**config.mk**
```make
export PLATFORM = sky130hd
export DESIGN_NAME = acc_top
export DESIGN_NICKNAME = d
export VERILOG_FILES = /design/src/acc_pkg.sv /design/src/acc_prescaler.sv /design/src/acc_rise.sv /design/src/acc_top.sv
export SDC_FILE = /design/constraint.sdc
export NUM_CORES = 1
export LEC_CHECK = 0
export BUFFER_PORTS_ARGS = -buffer_cell sky130_fd_sc_hd__buf_2
export CORE_AREA = 4 4 111 113
export CTS_CLUSTER_SIZE = 25
export DETAILED_ROUTE_END_ITERATION = 10
export DIE_AREA = 0 0 115 117
export MAX_ROUTING_LAYER = met4
export PLACE_DENSITY = 0.63
export SKIP_LAST_GASP = 1
export SLEW_MARGIN = 25
export SYNTH_ARGS = -nofsm -noshare
export SYNTH_HDL_FRONTEND = slang
export SYNTH_HIERARCHICAL = 1
export SYNTH_SLANG_ARGS = --single-unit
export TNS_END_PERCENT = 100
```
**constraint.sdc**
```tcl
create_clock -name clk -period 5 [get_ports clk]
set_clock_uncertainty 0.15 [all_clocks]
set_input_delay 1 -clock clk [delete_from_list [all_inputs] [get_ports clk]]
set_output_delay 1 -clock clk [all_outputs]
set_load 0.005 [all_outputs]
```
**src/acc_pkg.sv**
```systemverilog
// constants, field layout and types of the converter control block
// assumes a single 10 MHz core clock and an 8-bit register port
// Overview of operation
// - reference code: external, supply, reserved, internal
// - selection changes wait until conversion completes
// - justify bit picks left or right layout
// - justify change reaches result layout at once
// - channel codes: inputs 0-7, bandgap, ground
// - differential codes with gain 10x/200x or 1x
// - offset codes tie input 0 or input 2 to both
// - enable bit switches converter on and off
// - clearing enable aborts running conversion
// - each start write with enable set, while idle, gives one conversion
// - free running: one start, then continuous
// - first conversion 25 ticks, later ones 13
// - start reads one while converting, then zero
// - writing zero to start does nothing
// - registers answer at offset and offset+0x20
// - done flag set at end, cleared by ack/one
// - converter clock divides by 2 up to 128
// - auto trigger starts on trigger rising edge
package acc_pkg;

    // register offsets in the i/o space
    localparam logic [7:0] OFS_CTRL        = 8'h06;
    localparam logic [7:0] OFS_MUX         = 8'h07;
    localparam logic [7:0] DATA_SPACE_BIAS = 8'h20;

    // control register fields
    localparam int         CTRL_EN_BIT    = 7;
    localparam int         CTRL_START_BIT = 6;
    localparam int         CTRL_ATE_BIT   = 5;
    localparam int         CTRL_FLAG_BIT  = 4;
    localparam int         CTRL_IE_BIT    = 3;
    localparam int         CTRL_PS_MSB    = 2;
    localparam int         CTRL_PS_LSB    = 0;
    localparam logic [7:0] CTRL_RESET     = 8'h00;

    // multiplexer register fields
    localparam int         MUX_REF_MSB   = 7;
    localparam int         MUX_REF_LSB   = 6;
    localparam int         MUX_LJ_BIT    = 5;
    localparam int         MUX_CHAN_MSB  = 4;
    localparam int         MUX_CHAN_LSB  = 0;
    localparam logic [7:0] MUX_RESET     = 8'h00;

    // reference codes
    localparam logic [1:0] REF_EXTERNAL = 2'h0;
    localparam logic [1:0] REF_AVCC     = 2'h1;
    localparam logic [1:0] REF_RESERVED = 2'h2;
    localparam logic [1:0] REF_INTERNAL = 2'h3;

    // channel code boundaries
    localparam logic [4:0] CHAN_SE_LAST   = 5'h07;
    localparam logic [4:0] CHAN_GAIN_LAST = 5'h0F;
    localparam logic [4:0] CHAN_NEG1_LAST = 5'h17;
    localparam logic [4:0] CHAN_BANDGAP   = 5'h1E;
    localparam logic [4:0] CHAN_GROUND    = 5'h1F;

    // conversion lengths in converter clock ticks
    localparam int         FIRST_CONV_CYCLES  = 25;
    localparam int         NORMAL_CONV_CYCLES = 13;
    localparam logic [4:0] FIRST_LAST         = 5'(FIRST_CONV_CYCLES - 1);
    localparam logic [4:0] NORMAL_LAST        = 5'(NORMAL_CONV_CYCLES - 1);

    // prescaler codes
    localparam logic [2:0] PS_MIN_CODE = 3'h1;

    typedef enum logic [1:0] {GAIN_1X, GAIN_10X, GAIN_200X} acc_gain_t;
    typedef enum {S_IDLE, S_CONV} acc_state_t;

endpackage

```
**src/acc_prescaler.sv**
```systemverilog
// converter clock divider: one-cycle tick every 2 to 128 core cycles
// assumes run is low whenever the converter is off
`timescale 1ns/1ns
`default_nettype none
module acc_prescaler (
    // system
    input  wire logic       clk,
    input  wire logic       rst,
    // control
    input  wire logic       run,
    input  wire logic [2:0] code,
    // converter clock enable
    output logic            tick_o
);

    logic [6:0] cnt_r;
    logic [6:0] top;

    // codes 0 and 1 both divide by two
    assign top = (code <= acc_pkg::PS_MIN_CODE) ? 7'h01
                 : 7'((8'h01 << code) - 8'h01);

    always_ff @(posedge clk or posedge rst)
    begin
        if (rst)
        begin
            cnt_r  <= 7'h00;
            tick_o <= 1'b0;
        end
        else if (!run)
        begin
            cnt_r  <= 7'h00;
            tick_o <= 1'b0;
        end
        else if (cnt_r >= top)
        begin
            cnt_r  <= 7'h00;
            tick_o <= 1'b1;
        end
        else
        begin
            cnt_r  <= cnt_r + 7'h01;
            tick_o <= 1'b0;
        end
    end

    a_div_by_two: assert property (@(posedge clk) disable iff (rst)
        (tick_o && run && code == 3'h0) ##1 (run && code == 3'h0) |-> !tick_o ##1 tick_o)
        else $error("divide by two period wrong");

    a_div_by_128: assert property (@(posedge clk) disable iff (rst)
        tick_o && run && code == 3'h7 |=> !tick_o [*8])
        else $error("divide by 128 ticks too early");

endmodule
`default_nettype wire

```
**src/acc_rise.sv**
```systemverilog
// rising edge detector for the selected trigger level
// assumes the level is synchronous to clk
`timescale 1ns/1ns
`default_nettype none
module acc_rise (
    // system
    input  wire logic clk,
    input  wire logic rst,
    // level in, pulse out
    input  wire logic level_i,
    output logic      rise_o
);

    logic prev_r;

    always_ff @(posedge clk or posedge rst)
    begin
        if (rst)
            prev_r <= 1'b0;
        else
            prev_r <= level_i;
    end

    assign rise_o = level_i && !prev_r;

    a_rise_edge: assert property (@(posedge clk) disable iff (rst)
        rise_o |-> level_i && !$past(level_i))
        else $error("trigger edge without low to high step");

endmodule
`default_nettype wire

```
**src/acc_top.sv**
```systemverilog
// converter channel and conversion control with its two registers
// assumes a synchronous 8-bit register port and a front end that
// presents its 10-bit result on sar_result when the conversion ends
`timescale 1ns/1ns
`default_nettype none
module acc_top (
    // system
    input  wire logic              clk,
    input  wire logic              rst,
    // register port
    input  wire logic [7:0]        io_addr,
    input  wire logic              io_we,
    input  wire logic              io_re,
    input  wire logic [7:0]        io_wdata,
    output logic      [7:0]        io_rdata,
    // interrupt controller side
    input  wire logic              irq_ack,
    output logic                   irq_req,
    // trigger
    input  wire logic              trigger_level,
    input  wire logic              free_running,
    // analog front end
    input  wire logic [9:0]        sar_result,
    output logic                   converter_on,
    output logic                   conv_clk_en,
    output logic                   conv_busy,
    output logic                   conv_init,
    output logic                   ref_external,
    output logic                   ref_avcc,
    output logic                   ref_internal,
    output logic                   single_ended,
    output logic                   bandgap_sel,
    output logic                   ground_sel,
    output logic      [2:0]        pos_input,
    output logic      [2:0]        neg_input,
    output acc_pkg::acc_gain_t     gain_sel,
    // result layout
    output logic      [7:0]        result_low,
    output logic      [7:0]        result_high
);

    acc_pkg::acc_state_t state_r;
    acc_pkg::acc_state_t state_nxt;
    logic       en_r;
    logic       start_r;
    logic       ate_r;
    logic       flag_r;
    logic       ie_r;
    logic [2:0] ps_r;
    logic [7:0] mux_r;
    logic [1:0] ref_app_r;
    logic [4:0] chan_app_r;
    logic [4:0] cnt_r;
    logic       first_r;
    logic       first_used_r;
    logic [9:0] raw_r;
    logic       tick;
    logic       rise;
    logic       hit_ctrl;
    logic       hit_mux;
    logic       ctrl_we;
    logic       en_nxt;
    logic       sw_start;
    logic       trig_start;
    logic       done;
    logic       restart;
    logic       start_now;
    logic [4:0] last;
    logic [7:0] ctrl_rd;

    acc_prescaler u_prescaler (
        .clk    (clk),
        .rst    (rst),
        .run    (en_r),
        .code   (ps_r),
        .tick_o (tick)
    );

    acc_rise u_rise (
        .clk     (clk),
        .rst     (rst),
        .level_i (trigger_level),
        .rise_o  (rise)
    );

    // both the i/o offset and its data-space alias decode
    assign hit_ctrl = (io_addr == acc_pkg::OFS_CTRL)
                   || (io_addr == 8'(acc_pkg::OFS_CTRL + acc_pkg::DATA_SPACE_BIAS));
    assign hit_mux  = (io_addr == acc_pkg::OFS_MUX)
                   || (io_addr == 8'(acc_pkg::OFS_MUX + acc_pkg::DATA_SPACE_BIAS));
    assign ctrl_we  = io_we && hit_ctrl;

    // a start written together with enable is honoured
    assign en_nxt     = ctrl_we ? io_wdata[acc_pkg::CTRL_EN_BIT] : en_r;
    assign sw_start   = ctrl_we && io_wdata[acc_pkg::CTRL_START_BIT];
    assign trig_start = ate_r && rise && en_r;
    assign last       = first_used_r ? acc_pkg::FIRST_LAST : acc_pkg::NORMAL_LAST;
    assign done       = (state_r == acc_pkg::S_CONV) && tick && (cnt_r == last) && en_nxt;
    assign restart    = ate_r && free_running;
    assign start_now  = ((state_r == acc_pkg::S_IDLE) && en_nxt && (sw_start || trig_start))
                     || (done && restart);

    always_comb
    begin
        state_nxt = state_r;
        unique case (state_r)
            acc_pkg::S_IDLE:
                if (en_nxt && (sw_start || trig_start))
                    state_nxt = acc_pkg::S_CONV;
            acc_pkg::S_CONV:
                if (!en_nxt)
                    state_nxt = acc_pkg::S_IDLE;
                else if (done && !restart)
                    state_nxt = acc_pkg::S_IDLE;
        endcase
    end

    always_ff @(posedge clk or posedge rst)
    begin
        if (rst)
        begin
            state_r   <= acc_pkg::S_IDLE;
            conv_busy <= 1'b0;
        end
        else
        begin
            state_r   <= state_nxt;
            conv_busy <= (state_nxt == acc_pkg::S_CONV);
        end
    end

    // tick count within the running conversion
    always_ff @(posedge clk or posedge rst)
    begin
        if (rst)
            cnt_r <= 5'h00;
        else if (start_now)
            cnt_r <= 5'h00;
        else if ((state_r == acc_pkg::S_CONV) && tick)
            cnt_r <= cnt_r + 5'h01;
    end

    // the long conversion follows every off period of the converter except a single cycle ended by an enable and start write
    always_ff @(posedge clk or posedge rst)
    begin
        if (rst)
        begin
            first_r      <= 1'b1;
            first_used_r <= 1'b1;
        end
        else
        begin
            if (!en_r)
                first_r <= 1'b1;
            else if (done)
                first_r <= 1'b0;
            if (start_now)
                first_used_r <= first_r && !done;
        end
    end

    // control register
    always_ff @(posedge clk or posedge rst)
    begin
        if (rst)
        begin
            en_r  <= acc_pkg::CTRL_RESET[acc_pkg::CTRL_EN_BIT];
            ate_r <= acc_pkg::CTRL_RESET[acc_pkg::CTRL_ATE_BIT];
            ie_r  <= acc_pkg::CTRL_RESET[acc_pkg::CTRL_IE_BIT];
            ps_r  <= acc_pkg::CTRL_RESET[acc_pkg::CTRL_PS_MSB:acc_pkg::CTRL_PS_LSB];
        end
        else if (ctrl_we)
        begin
            en_r  <= io_wdata[acc_pkg::CTRL_EN_BIT];
            ate_r <= io_wdata[acc_pkg::CTRL_ATE_BIT];
            ie_r  <= io_wdata[acc_pkg::CTRL_IE_BIT];
            ps_r  <= io_wdata[acc_pkg::CTRL_PS_MSB:acc_pkg::CTRL_PS_LSB];
        end
    end

    always_ff @(posedge clk or posedge rst)
    begin
        if (rst)
            start_r <= acc_pkg::CTRL_RESET[acc_pkg::CTRL_START_BIT];
        else if (start_now)
            start_r <= 1'b1;
        else if (!en_nxt || done)
            start_r <= 1'b0;
    end

    // a completion in the clearing cycle keeps the flag set
    always_ff @(posedge clk or posedge rst)
    begin
        if (rst)
            flag_r <= acc_pkg::CTRL_RESET[acc_pkg::CTRL_FLAG_BIT];
        else if (done)
            flag_r <= 1'b1;
        else if ((ctrl_we && io_wdata[acc_pkg::CTRL_FLAG_BIT]) || irq_ack)
            flag_r <= 1'b0;
    end

    always_ff @(posedge clk or posedge rst)
    begin
        if (rst)
            irq_req <= 1'b0;
        else
            irq_req <= flag_r && ie_r;
    end

    // multiplexer register
    always_ff @(posedge clk or posedge rst)
    begin
        if (rst)
            mux_r <= acc_pkg::MUX_RESET;
        else if (io_we && hit_mux)
            mux_r <= io_wdata;
    end

    // applied selection frozen while converting; reserved reference keeps the old one
    always_ff @(posedge clk or posedge rst)
    begin
        if (rst)
        begin
            ref_app_r  <= acc_pkg::MUX_RESET[acc_pkg::MUX_REF_MSB:acc_pkg::MUX_REF_LSB];
            chan_app_r <= acc_pkg::MUX_RESET[acc_pkg::MUX_CHAN_MSB:acc_pkg::MUX_CHAN_LSB];
        end
        else if ((state_r != acc_pkg::S_CONV) || done)
        begin
            // free running restarts in the done cycle, so the next conversion must see it
            chan_app_r <= mux_r[acc_pkg::MUX_CHAN_MSB:acc_pkg::MUX_CHAN_LSB];
            if (mux_r[acc_pkg::MUX_REF_MSB:acc_pkg::MUX_REF_LSB] != acc_pkg::REF_RESERVED)
                ref_app_r <= mux_r[acc_pkg::MUX_REF_MSB:acc_pkg::MUX_REF_LSB];
        end
    end

    // decoded selection to the front end
    always_ff @(posedge clk or posedge rst)
    begin
        if (rst)
        begin
            ref_external <= 1'b1;
            ref_avcc     <= 1'b0;
            ref_internal <= 1'b0;
            single_ended <= 1'b1;
            bandgap_sel  <= 1'b0;
            ground_sel   <= 1'b0;
            pos_input    <= 3'h0;
            neg_input    <= 3'h0;
            gain_sel     <= acc_pkg::GAIN_1X;
        end
        else
        begin
            ref_external <= (ref_app_r == acc_pkg::REF_EXTERNAL);
            ref_avcc     <= (ref_app_r == acc_pkg::REF_AVCC);
            ref_internal <= (ref_app_r == acc_pkg::REF_INTERNAL);
            bandgap_sel  <= (chan_app_r == acc_pkg::CHAN_BANDGAP);
            ground_sel   <= (chan_app_r == acc_pkg::CHAN_GROUND);
            if (chan_app_r <= acc_pkg::CHAN_SE_LAST || chan_app_r >= acc_pkg::CHAN_BANDGAP)
            begin
                single_ended <= 1'b1;
                pos_input    <= chan_app_r[2:0];
                neg_input    <= 3'h0;
                gain_sel     <= acc_pkg::GAIN_1X;
            end
            else if (chan_app_r <= acc_pkg::CHAN_GAIN_LAST)
            begin
                // offset codes fall out of this as input 0 or input 2 on both sides
                single_ended <= 1'b0;
                pos_input    <= {1'b0, chan_app_r[2], chan_app_r[0]};
                neg_input    <= chan_app_r[2] ? 3'h2 : 3'h0;
                gain_sel     <= chan_app_r[1] ? acc_pkg::GAIN_200X : acc_pkg::GAIN_10X;
            end
            else
            begin
                single_ended <= 1'b0;
                pos_input    <= chan_app_r[2:0];
                neg_input    <= (chan_app_r <= acc_pkg::CHAN_NEG1_LAST) ? 3'h1 : 3'h2;
                gain_sel     <= acc_pkg::GAIN_1X;
            end
        end
    end

    // result capture and layout; layout follows the justify bit every cycle
    always_ff @(posedge clk or posedge rst)
    begin
        if (rst)
            raw_r <= 10'h000;
        else if (done)
            raw_r <= sar_result;
    end

    always_ff @(posedge clk or posedge rst)
    begin
        if (rst)
        begin
            result_low  <= 8'h00;
            result_high <= 8'h00;
        end
        else if (mux_r[acc_pkg::MUX_LJ_BIT])
        begin
            result_low  <= {raw_r[1:0], 6'h00};
            result_high <= raw_r[9:2];
        end
        else
        begin
            result_low  <= raw_r[7:0];
            result_high <= {6'h00, raw_r[9:8]};
        end
    end

    // front end status
    always_ff @(posedge clk or posedge rst)
    begin
        if (rst)
        begin
            converter_on <= 1'b0;
            conv_clk_en  <= 1'b0;
            conv_init    <= 1'b0;
        end
        else
        begin
            converter_on <= en_r;
            conv_clk_en  <= tick;
            conv_init    <= (state_r == acc_pkg::S_CONV) && first_used_r;
        end
    end

    // read data registered; unmapped addresses read zero
    assign ctrl_rd = {en_r, start_r, ate_r, flag_r, ie_r, ps_r};

    always_ff @(posedge clk or posedge rst)
    begin
        if (rst)
            io_rdata <= 8'h00;
        else if (io_re && hit_ctrl)
            io_rdata <= ctrl_rd;
        else if (io_re && hit_mux)
            io_rdata <= mux_r;
        else
            io_rdata <= 8'h00;
    end

    // helper: ticks seen in the current conversion
    logic [5:0] chk_ticks_r;
    always_ff @(posedge clk or posedge rst)
    begin
        if (rst)
            chk_ticks_r <= 6'h00;
        else if ((state_r != acc_pkg::S_CONV) || done)
            chk_ticks_r <= 6'h00;
        else if (tick)
            chk_ticks_r <= chk_ticks_r + 6'h01;
    end

    a_ref_internal: assert property (@(posedge clk) disable iff (rst)
        ref_app_r == 2'h3 |=> ref_internal && !ref_avcc && !ref_external)
        else $error("internal reference not decoded");

    a_sel_frozen: assert property (@(posedge clk) disable iff (rst)
        state_r == acc_pkg::S_CONV && !done |=> $stable(chan_app_r) && $stable(ref_app_r))
        else $error("selection changed during conversion");

    a_justify_now: assert property (@(posedge clk) disable iff (rst)
        mux_r[5] |=> result_high == $past(raw_r[9:2]) && result_low[5:0] == 6'h00)
        else $error("left layout not applied next cycle");

    a_bandgap_code: assert property (@(posedge clk) disable iff (rst)
        chan_app_r == 5'h1E |=> bandgap_sel && single_ended && !ground_sel)
        else $error("bandgap code not decoded");

    a_offset_code: assert property (@(posedge clk) disable iff (rst)
        chan_app_r == 5'h0A |=> pos_input == 3'h0 && neg_input == 3'h0
                               && gain_sel == acc_pkg::GAIN_200X && !single_ended)
        else $error("offset code at 200x wrong");

    a_neg_one: assert property (@(posedge clk) disable iff (rst)
        chan_app_r == 5'h13 |=> pos_input == 3'h3 && neg_input == 3'h1
                               && gain_sel == acc_pkg::GAIN_1X)
        else $error("1x pair with input 1 negative wrong");

    a_on_follows: assert property (@(posedge clk) disable iff (rst)
        ctrl_we |-> ##2 converter_on == $past(io_wdata[7], 2))
        else $error("converter on does not follow enable");

    a_abort: assert property (@(posedge clk) disable iff (rst)
        state_r == acc_pkg::S_CONV && ctrl_we && !io_wdata[7] |=> !conv_busy && !start_r)
        else $error("disable did not abort conversion");

    a_sw_start: assert property (@(posedge clk) disable iff (rst)
        state_r == acc_pkg::S_IDLE && ctrl_we && io_wdata[7:6] == 2'h3 |=> conv_busy && start_r)
        else $error("start write did not start conversion");

    a_free_run: assert property (@(posedge clk) disable iff (rst)
        done && ate_r && free_running |=> conv_busy && start_r && cnt_r == 5'h00)
        else $error("free running did not continue");

    a_conv_len: assert property (@(posedge clk) disable iff (rst)
        done |-> chk_ticks_r == (first_used_r ? 6'h18 : 6'h0C))
        else $error("conversion length wrong");

    a_start_reads: assert property (@(posedge clk) disable iff (rst)
        io_re && hit_ctrl && state_r == acc_pkg::S_CONV |=> io_rdata[6])
        else $error("start bit read low while converting");

    a_zero_start: assert property (@(posedge clk) disable iff (rst)
        state_r == acc_pkg::S_IDLE && ctrl_we && !io_wdata[6] && !ate_r |=> !conv_busy)
        else $error("zero start write began a conversion");

    a_alias_read: assert property (@(posedge clk) disable iff (rst)
        io_re && io_addr == 8'h27 |=> io_rdata == $past(mux_r))
        else $error("data-space alias read wrong");

    a_flag_set: assert property (@(posedge clk) disable iff (rst)
        done |=> flag_r && raw_r == $past(sar_result))
        else $error("done flag or result not set");

    a_auto_start: assert property (@(posedge clk) disable iff (rst)
        state_r == acc_pkg::S_IDLE && ate_r && en_r && rise && !(ctrl_we && !io_wdata[7])
        |=> conv_busy)
        else $error("trigger edge did not start conversion");

endmodule
`default_nettype wire

```
; ---- After elaboration in Yosys (flattened, before gate mapping)
; Index checks and enable logic that the tools add are counted.
[word_totals]
reg_bits = 124
input_bits = 33
out_inout_bits = 43
wordCells = 132
[classes]
add_sub_neg = 3
magnitude_cmp = 6
eq_ne = 15
shift = 1
muxes = 33
n_reduce_logical = 40
[ops]
columns = op, n
row1 = 32-bit 2-to-1 mux, 3
row2 = 32-bit by 2-bit equality test with 1-bit output (second input constant), 2
row3 = 32-bit zero test, 2
row4 = 32-bit case mux with 2 select lines, 1
row5 = 32-bit by 1-bit equality test with 1-bit output (second input constant), 1
row6 = 8-bit 2-to-1 mux, 4
row7 = 32-bit by 2-bit inequality test with 1-bit output (second input constant), 1
row8 = 1-bit logical AND, 21
row9 = 7-bit 2-to-1 mux, 3
row10 = 8-bit by 3-bit equality test with 1-bit output (second input constant), 2
row11 = 8-bit by 6-bit equality test with 1-bit output (second input constant), 2
row12 = 5-bit 2-to-1 mux, 3
row13 = 2-bit 2-to-1 mux, 7
row14 = 5-bit equality test (second input constant), 2
row15 = 1-bit 2-to-1 mux, 10
row16 = 1-bit logical OR, 8
row17 = 7-bit by 1-bit adder with 7-bit output (second input constant), 1
row18 = 7-bit greater-or-equal comparator, 1
row19 = 1-bit by 3-bit << shifter with 7-bit output (first input constant), 1
row20 = 7-bit by 1-bit subtractor with 7-bit output (second input constant), 1
row21 = 3-bit 2-to-1 mux, 2
row22 = 2-bit nonzero test, 3
row23 = 5-bit by 1-bit adder with 5-bit output (second input constant), 1
row24 = 5-bit equality test, 1
row25 = 12 further kinds, 15

; ---- Longest topological paths before layout
; Gate-level depths: netlist of the first run.
[depth]
depth_word = 10
ltp_mapped = 10
ltp_nobuf = 10

; ---- By module
; The synthesis of the first run kept the hierarchy.
[by_module_without_submodules]
columns = module, n_inst, cells_each, area_each_um2, seq_area_each_um2
row1 = acc_top, 1, 334, 4375.4, 2857.7
row2 = acc_prescaler, 1, 63, 593.1, 200.2
row3 = acc_rise, 1, 3, 42.5, 25.0

; ---- Worst setup path after synthesis of the first run
; OpenSTA, ideal clock, no wires.
[synth_path]
path_type = in2reg
from = in io_addr[0]
to = reg raw_r[0]
setup_ns = 0.125
arrival_ns = 2.478
required_time_ns = 4.725
slack_ns = 2.247
stages = 6
path_cell_list = nor4b_1 > nand3_1 > a21o_4 > nor3_4 > buf_6 > mux2_4
[synth_between]
elab_chain_len = 5
elab_cells_between_ends = 6
classes_between = eq/ne: 2 / mux: 1 / reduce/logical: 3
[synth_rtl]
columns = element, line_no
row1 = from (decl), acc_top.sv:11  ; input wire logic [7:0] io_addr,
row2 = 8-bit by 3-bit equality test with 1-bit output or 8-bit by 6-bit equality test with 1-bit output (tied branches), "acc_top.sv:87, acc_top.sv:88"
row3 = 1-bit logical OR *, acc_top.sv:88  ; || (io_addr == 8'(acc_pkg::OFS_CTRL + acc_pkg::DATA_SPACE_BIAS));
row4 = 1-bit logical AND *, acc_top.sv:91  ; assign ctrl_we = io_we && hit_ctrl;
row5 = 1-bit 2-to-1 mux *, -
row6 = 1-bit logical AND *, acc_top.sv:98  ; assign done = (state_r == acc_pkg::S_CONV) && tick && (cnt_r == last) && en_nxt;
row7 = to (signal assigned), acc_top.sv:289  ; raw_r <= sar_result;
row8 = to (decl), acc_top.sv:56  ; logic [9:0] raw_r;
; Mark *: on every way between the ends. The rest lies on a longest branch, timed or not.
; A chain may end at the register's enable or synchronous reset.

; ---- Final worst setup path of the first run
[layout_path]
from = in io_addr[0]
to = reg raw_r[7]
; Same word-level chain as after synthesis.

==> results of run 1 <==
cell families after synthesis:
logic type / share of synthesized area
AO/OA/AOI/OAI: 0.0479
XOR/XNOR: 0.0192
adder cells (fa/ha/maj): 0.0275
buffers and inverters: 0.0212
flip-flops: 0.615
multiplexers: 0.0889
other: 0.00150
AND/OR/NAND/NOR: 0.179
report_power, final:
| part | leakage, nW | internal [mW] | total [mW] | switching, mW |
|---|---|---|---|---|
| combinational | 1.23 | 0.0563 | 0.126 | 0.0694 |
| sequential | 1.67 | 1.03 | 1.06 | 0.0309 |
| clock | 0.281 | 0.771 | 1.18 | 0.407 |
| total | 3.18 | 1.85 | 2.36 | 0.507 |
synth_stat cells, drive strengths merged (2+ instances only):
cell type  count
dfrtp        119
nor2b         39
nand2         30
mux2          28
nor2          28
inv           16
and2          12
nand3         12
ha            11
mux2i         10
nor4          10
o21ai          7
nor3           6
xor2           6
clkbuf         5
nor3b          5
xnor2          5
buf            4
dfstp          4
nand4          4
a31oi          3
a211o          2
a211oi         2
a21o           2
a21oi          2
a31o           2
and3           2
conb           2
nand2b         2
nor4b          2
o21a           2
or2            2
worst register-to-register path, delay by kind of cell (launching register included):
family	cells	cell delay (ns)
DFF	1	0.47
adders and majority gates	2	0.57
xor gates and xnor gates	1	0.17
and+or+nand+nor	4	0.82
AOI/OAI and AO/OA	1	0.56
sequential cells by signal, summed over array words and instances, names as in the netlist, 2 cells and up:
| signal | flops |
|---|---|
| result_high | 8 |
| raw_r | 10 |
| pos_input | 3 |
| cnt_r | 5 |
| mux_r | 8 |
| state_r | 32 |
| neg_input | 2 |
| u_prescaler/cnt_r | 7 |
| ref_app_r | 2 |
| io_rdata | 8 |
| result_low | 8 |
| chan_app_r | 5 |
| gain_sel | 2 |
| ps_r | 3 |
placed cells by master (no fill, tap or decap), types with 6 or more instances in the layout:
cell,synthesis,routed
dfrtp_1,119,119
buf_2,1,73
nor2b_1,38,38
nand2_1,30,30
nor2_1,27,27
mux2_2,20,20
clkbuf_16,0,17
inv_1,16,15
nand3_1,12,12
and2_1,12,12
ha_1,11,11
mux2i_1,10,10
nor4_1,9,9
mux2_4,8,8
o21ai_0,6,6
xor2_1,6,6
final cells by class:
cell class / count / area (um^2) / share of cell area
repair buffers: 77 / 395 / 0.0646
inverters: 16 / 62.6 / 0.0102
well taps: 143 / 179 / 0.0292
multi-input cells: 252 / 1830 / 0.298
clock inverters: 7 / 91.3 / 0.0149
clock buffers: 25 / 485 / 0.0793
flip-flops and latches: 123 / 3080 / 0.504
routing by layer:
layer	GRT usage	vias to the layer above	share of wire
met2	0.231	78	0.45
met5	-	-	0
li1	-	1534	-
met4	0.0759	0	0.018
met1	0.201	1555	0.47
met3	0.0514	16	0.061
worst min path at each step:
stage	startpoint	to	slack [ns]	cells after the start
after floorplan	u_prescaler/tick_o	conv_clk_en	0.22	0
after global placement	ref_app_r[0]	ref_external	0.24	1
after detailed placement	ref_app_r[0]	ref_external	0.25	1
after CTS	ref_app_r[0]	ref_external	0.26	1
after global routing	rst	u_rise/prev_r	0.28	2
final	ref_app_r[0]	ref_external	0.26	1
==> impl_metrics.py, run 1 <==
metrics = {
    "status": {
        "status": "finished clean",
    },
    "logic_synthesis": {
        "ys_top_cells_by_area": "dfrtp_1 (59%), nor2b_1 (4.7%), mux2_2 (4.5%)",
        "syn-cell-area_um2": 5010,
        "synthFlopType": "dfrtp_1",
        "synth_cell_types": 57,
        "async_flop_share": 1.00,
        "syn_avg_cell_area_um2": 12.5,
        "yosysTopAreaCellShare": 0.594,
        "ys_seq_area_frac": 0.615,
        "yosys_warnings": 6,
        "yosys.area.top_type": "dfrtp_1",
        "synthCells": 400,
        "synth_seq_cells": 123,
        "syn_nets": 444,
        "synth_edf_count": 0,
    },
    "timing": {
        "hold_viol": 0,
        "slew_headroom": 0.439,
        "worst_pin_slew_ns": 0.839,
        "finalCriticalPeriod_ns": 3.32,
        "fmax_ghz": 0.301,
        "worst_slack_ns": 1.68,
        "finalSetupViolations": 0,
        "fin_hold_ws_ns": 0.262,
        "rsz0062_at_grt": "false",
        "slew_violations": 0,
        "fin_crit_sh": 0.664,
        "setup-tns-final_ns": 0,
    },
    "pwr": {
        "max-vdd-ir-drop_uv": 316,
        "power_density_nw_per_um2": 386,
        "finalPower_mw": 2.36,
        "leakage_nw": 3.18,
    },
    "route": {
        "firstDrtPassIters": 4,
        "drt_wl_total_mm": 9.44,
        "wire_per_inst_um": 14.7,
        "drc": 0,
        "vias": 3183,
        "via_per_inst": 4.95,
        "drt_iter0_markers": 215,
        "ant_nets": 0,
    },
    "job": {
        "maxCapViolCount": 0,
    },
    "finish": {
        "layout.cells.non_filler": 643,
        "n_fill_cell": 988,
        "syn_to_final_growth_pct": 22.2,
        "drive_above_1_share": 0.304,
        "diodes": 0,
        "nNetsFinal": 531,
        "fin_area_um2": 6120,
        "post-route-util": 0.541,
    },
    "cts": {
        "clk_pin_slew_ns": 0.05,
        "tritoncts": "built",
        "clock-root-buffer": "clkbuf_16",
        "cts-resized-gates": 0,
        "cts.sinks": 123,
        "cts_setup_buffers": 0,
        "h-tree-depth": 4,
        "cts_buffer_depth": 2,
        "clk_latency_ns": 0.41,
        "numCtsBuffers": 17,
        "cts_hold_buf": 0,
    },
    "place": {
        "dp_slack_ns": 1.28,
        "dp_hpwl_mm": 6.51,
        "gp_congestion": 0.757,
        "place_inst": 611,
        "port_buffers": 73,
        "dpl-instance-area_um2": 5550,
    },
    "worst_setup_path": {
        "worst_setup_path_start_kind": "input pin",
        "critPathBufInv": 1,
        "crit_family": "simple AND/OR/NAND/NOR gates",
        "cp.depth": 6,
        "endpoint": "raw_r[7]",
        "cpPeakStageDelay_ns": 0.71,
        "cp-end-kind": "register",
        "startpoint": "io_addr[0]",
        "crit_type": "input pin to register",
        "path_cells": "buf_2, nor4b_1, nand3_1, a21o_4, nor3_4, mux2_2",
        "rrSetupSlack_ns": 2.20,
        "cp_max_fo": 13,
        "r2r_end": "u_prescaler/tick_o",
        "worstPathRequired_ns": 5.14,
        "worstPathArrival_ns": 3.46,
        "rr_worst_depth": 8,
        "crit-reg2reg-launch": "ps_r[1]",
        "critical-path-slowest-cell": "nor3_4",
    },
    "die": {
        "die_area_um2": 13500,
        "rows": 39,
        "coreArea_um2": 11300,
        "ioPinCount": 76,
        "start_util": 0.443,
        "die_w_um": 115,
        "die_h_um": 117,
    },
    "global_route": {
        "grt.total_usage": 0.159,
        "gr-total-overflow": 0,
        "grt_pass1_wl_mm": 15.8,
        "grt_antenna_before_repair": 0,
        "grt_max_degree": 50,
        "grt_pass1_vias": 3182,
    },
    "worst_hold_path": {
        "hold_path.class": "register to register",
    },
}
(Power assumes the default switching activity.)
==> inputs of run 2 (changes only) <==
Settings changed: PLACE_DENSITY 0.63 to 0.65.
Clock period 5 ns to 3.05 ns, I/O delays scaled along.
==> run 2 against run 1 <==
  * Global-route usage increased by 0.14 points
  * Via count increased by 2.0%
  * Clock power increased by 60%
  * Utilization increased by 0.90 points
  * Register-to-register slack got worse by 1.8 ns
  * Highest routed layer unchanged
  * Largest cell class unchanged
==> impl_metrics.py, run 2 (synthesis gave the netlist of run 1 again) <==
metrics = {
    "finish": {
        "largest_register_ffs": 32,
        "top_register": "state_r",
        "diodes": 0,
        "nNetsFinal": 541,
        "drive_above_1_share": 0.325,
        "final_cell_mix": "dfrtp_1 (119), buf_2 (73), nor2b_1 (38), nand2_1 (30), nor2_1 (27)",
        "syn_to_final_growth_pct": 24.2,
        "post-route-util": 0.550,
        "final_common_cell": "dfrtp_1",
        "reg.largest.list": "state_r: 32 flops, raw_r: 10 flops",
        "fin_area_um2": 6220,
    },
    "route": {
        "drt_iter0_markers": 170,
        "drc": 0,
        "via_per_inst": 4.97,
        "ant_nets": 0,
        "drt_wl_total_mm": 9.56,
        "firstDrtPassIters": 4,
        "wire_per_inst_um": 14.6,
        "vias": 3248,
    },
    "cts": {
        "tritoncts": "built",
        "clk_latency_ns": 0.40,
        "numCtsBuffers": 17,
        "clock-root-buffer": "clkbuf_16",
        "h-tree-depth": 4,
        "cts-resized-gates": 0,
        "clk_pin_slew_ns": 0.05,
        "cts.sinks": 123,
        "cts_buffer_depth": 2,
    },
    "pwr": {
        "power_density_nw_per_um2": 618,
        "max-vdd-ir-drop_uv": 415,
        "leakage_nw": 3.25,
    },
    "timing": {
        "fmax_ghz": 0.378,
        "hold_viol": 0,
        "slew_violations": 0,
        "worst_pin_slew_ns": 0.799,
        "setup-tns-final_ns": 0,
        "finalSetupViolations": 0,
        "finalCriticalPeriod_ns": 2.65,
        "rsz0062_at_grt": "false",
        "fin_crit_sh": 0.868,
        "slew_headroom": 0.466,
    },
    "worst_setup_path": {
        "crit_type": "register to register",
        "worstPathRequired_ns": 3.22,
        "critical-path-slowest-cell": "dfrtp_1",
        "worstPathArrival_ns": 2.82,
        "path_cells": "or3_1, ha_1, xor2_1, nand2_1, ha_1, a211o_1, a21oi_2, o31ai_2, buf_4, nor3b_1",
        "cp_common_cell": "ha_1",
        "cpPeakStageDelay_ns": 0.39,
        "worst_setup_path_start_kind": "register",
        "rrSetupSlack_ns": 0.40,
        "cp-end-kind": "register",
        "cp_max_fo": 8,
    },
    "worst_hold_path": {
        "hold_path.class": "input pin to register",
    },
    "die": {
        "die_h_um": 117,
        "die_area_um2": 13500,
        "rows": 39,
        "coreArea_um2": 11300,
        "start_util": 0.443,
        "die_w_um": 115,
        "ioPinCount": 76,
    },
    "place": {
        "port_buffers": 73,
        "gp_congestion": 0.818,
        "dpl-instance-area_um2": 5640,
        "dp_hpwl_mm": 6.66,
    },
    "global_route": {
        "grt_antenna_before_repair": 0,
        "grt_max_degree": 47,
        "grt.total_usage": 0.160,
        "grt_pass1_vias": 3344,
        "grt_pass1_wl_mm": 16.1,
        "gr-total-overflow": 0,
    },
    "job": {
        "maxCapViolCount": 0,
    },
    "status": {
        "status": "finished clean",
    },
}
[run 2: metrics by stage]
stage	power (mW)	std cells	setup slack, ns	hold slack, ns
after floorplan	1.89	400	0.542	0.189
after global placement	1.98	620	0.315	0.243
after detailed placement	1.99	620	0.351	0.256
after CTS	3.89	653	0.405	0.160
after global routing	4.01	653	0.238	0.162
final	3.85	653	0.403	0.181
[run 2: power by group]
part           switching (mW)  leakage [nW]  internal (mW)
Sequential             0.0458          1.67           1.68
Combinational           0.125          1.29          0.106
Clock                   0.689         0.288           1.20
Total                   0.860          3.25           2.99
[run 2: layout make-up]
type / instances / area [um^2]
clock buffer: 21 / 480
clock inverter: 11 / 93.8
fill: 947 / 5100
inverter: 16 / 63.8
multi-input combinational: 252 / 1830
sequential: 123 / 3080
tap: 143 / 179
timing repair buffer: 87 / 498
[run 2: worst paths after layout]
| path | from | endpoint | cells past startpoint |
|---|---|---|---|
| worst max-delay path | ps_r[2] | u_prescaler/cnt_r[0] | 10 |
| worst max register to register | ps_r[2] | u_prescaler/cnt_r[0] | 10 |
| worst min register to register | ref_app_r[0] | ref_external | 1 |
| min in group asynchronous | rst | u_rise/prev_r | 3 |
| max in group asynchronous | rst | pos_input[0] | 4 |
| worst min-delay path | trigger_level | u_rise/prev_r | 1 |
[run 2: critical path: cells and delay by family (launching register included)]
family	cells	cell delay [ns]
compound gates	3	0.48
simple gates	3	0.65
flops	1	0.39
xor+xnor	1	0.18
fa+ha+maj	2	0.54
buf+inv	1	0.16
[run 2: layer usage]
metal | track usage | part of all wire | vias up
met5 | - | 0 | -
met4 | 0.0548 | 0.012 | 0
met3 | 0.0524 | 0.055 | 9
met2 | 0.239 | 0.46 | 70
met1 | 0.206 | 0.47 | 1609
li1 | - | - | 1560
[run 2: timing repair]
item / 4_1_cts / 5_1_grt
setup buffers: 0 / 0
hold buffers: 1 / 0
endpoints found under the hold margin: 1 / 0
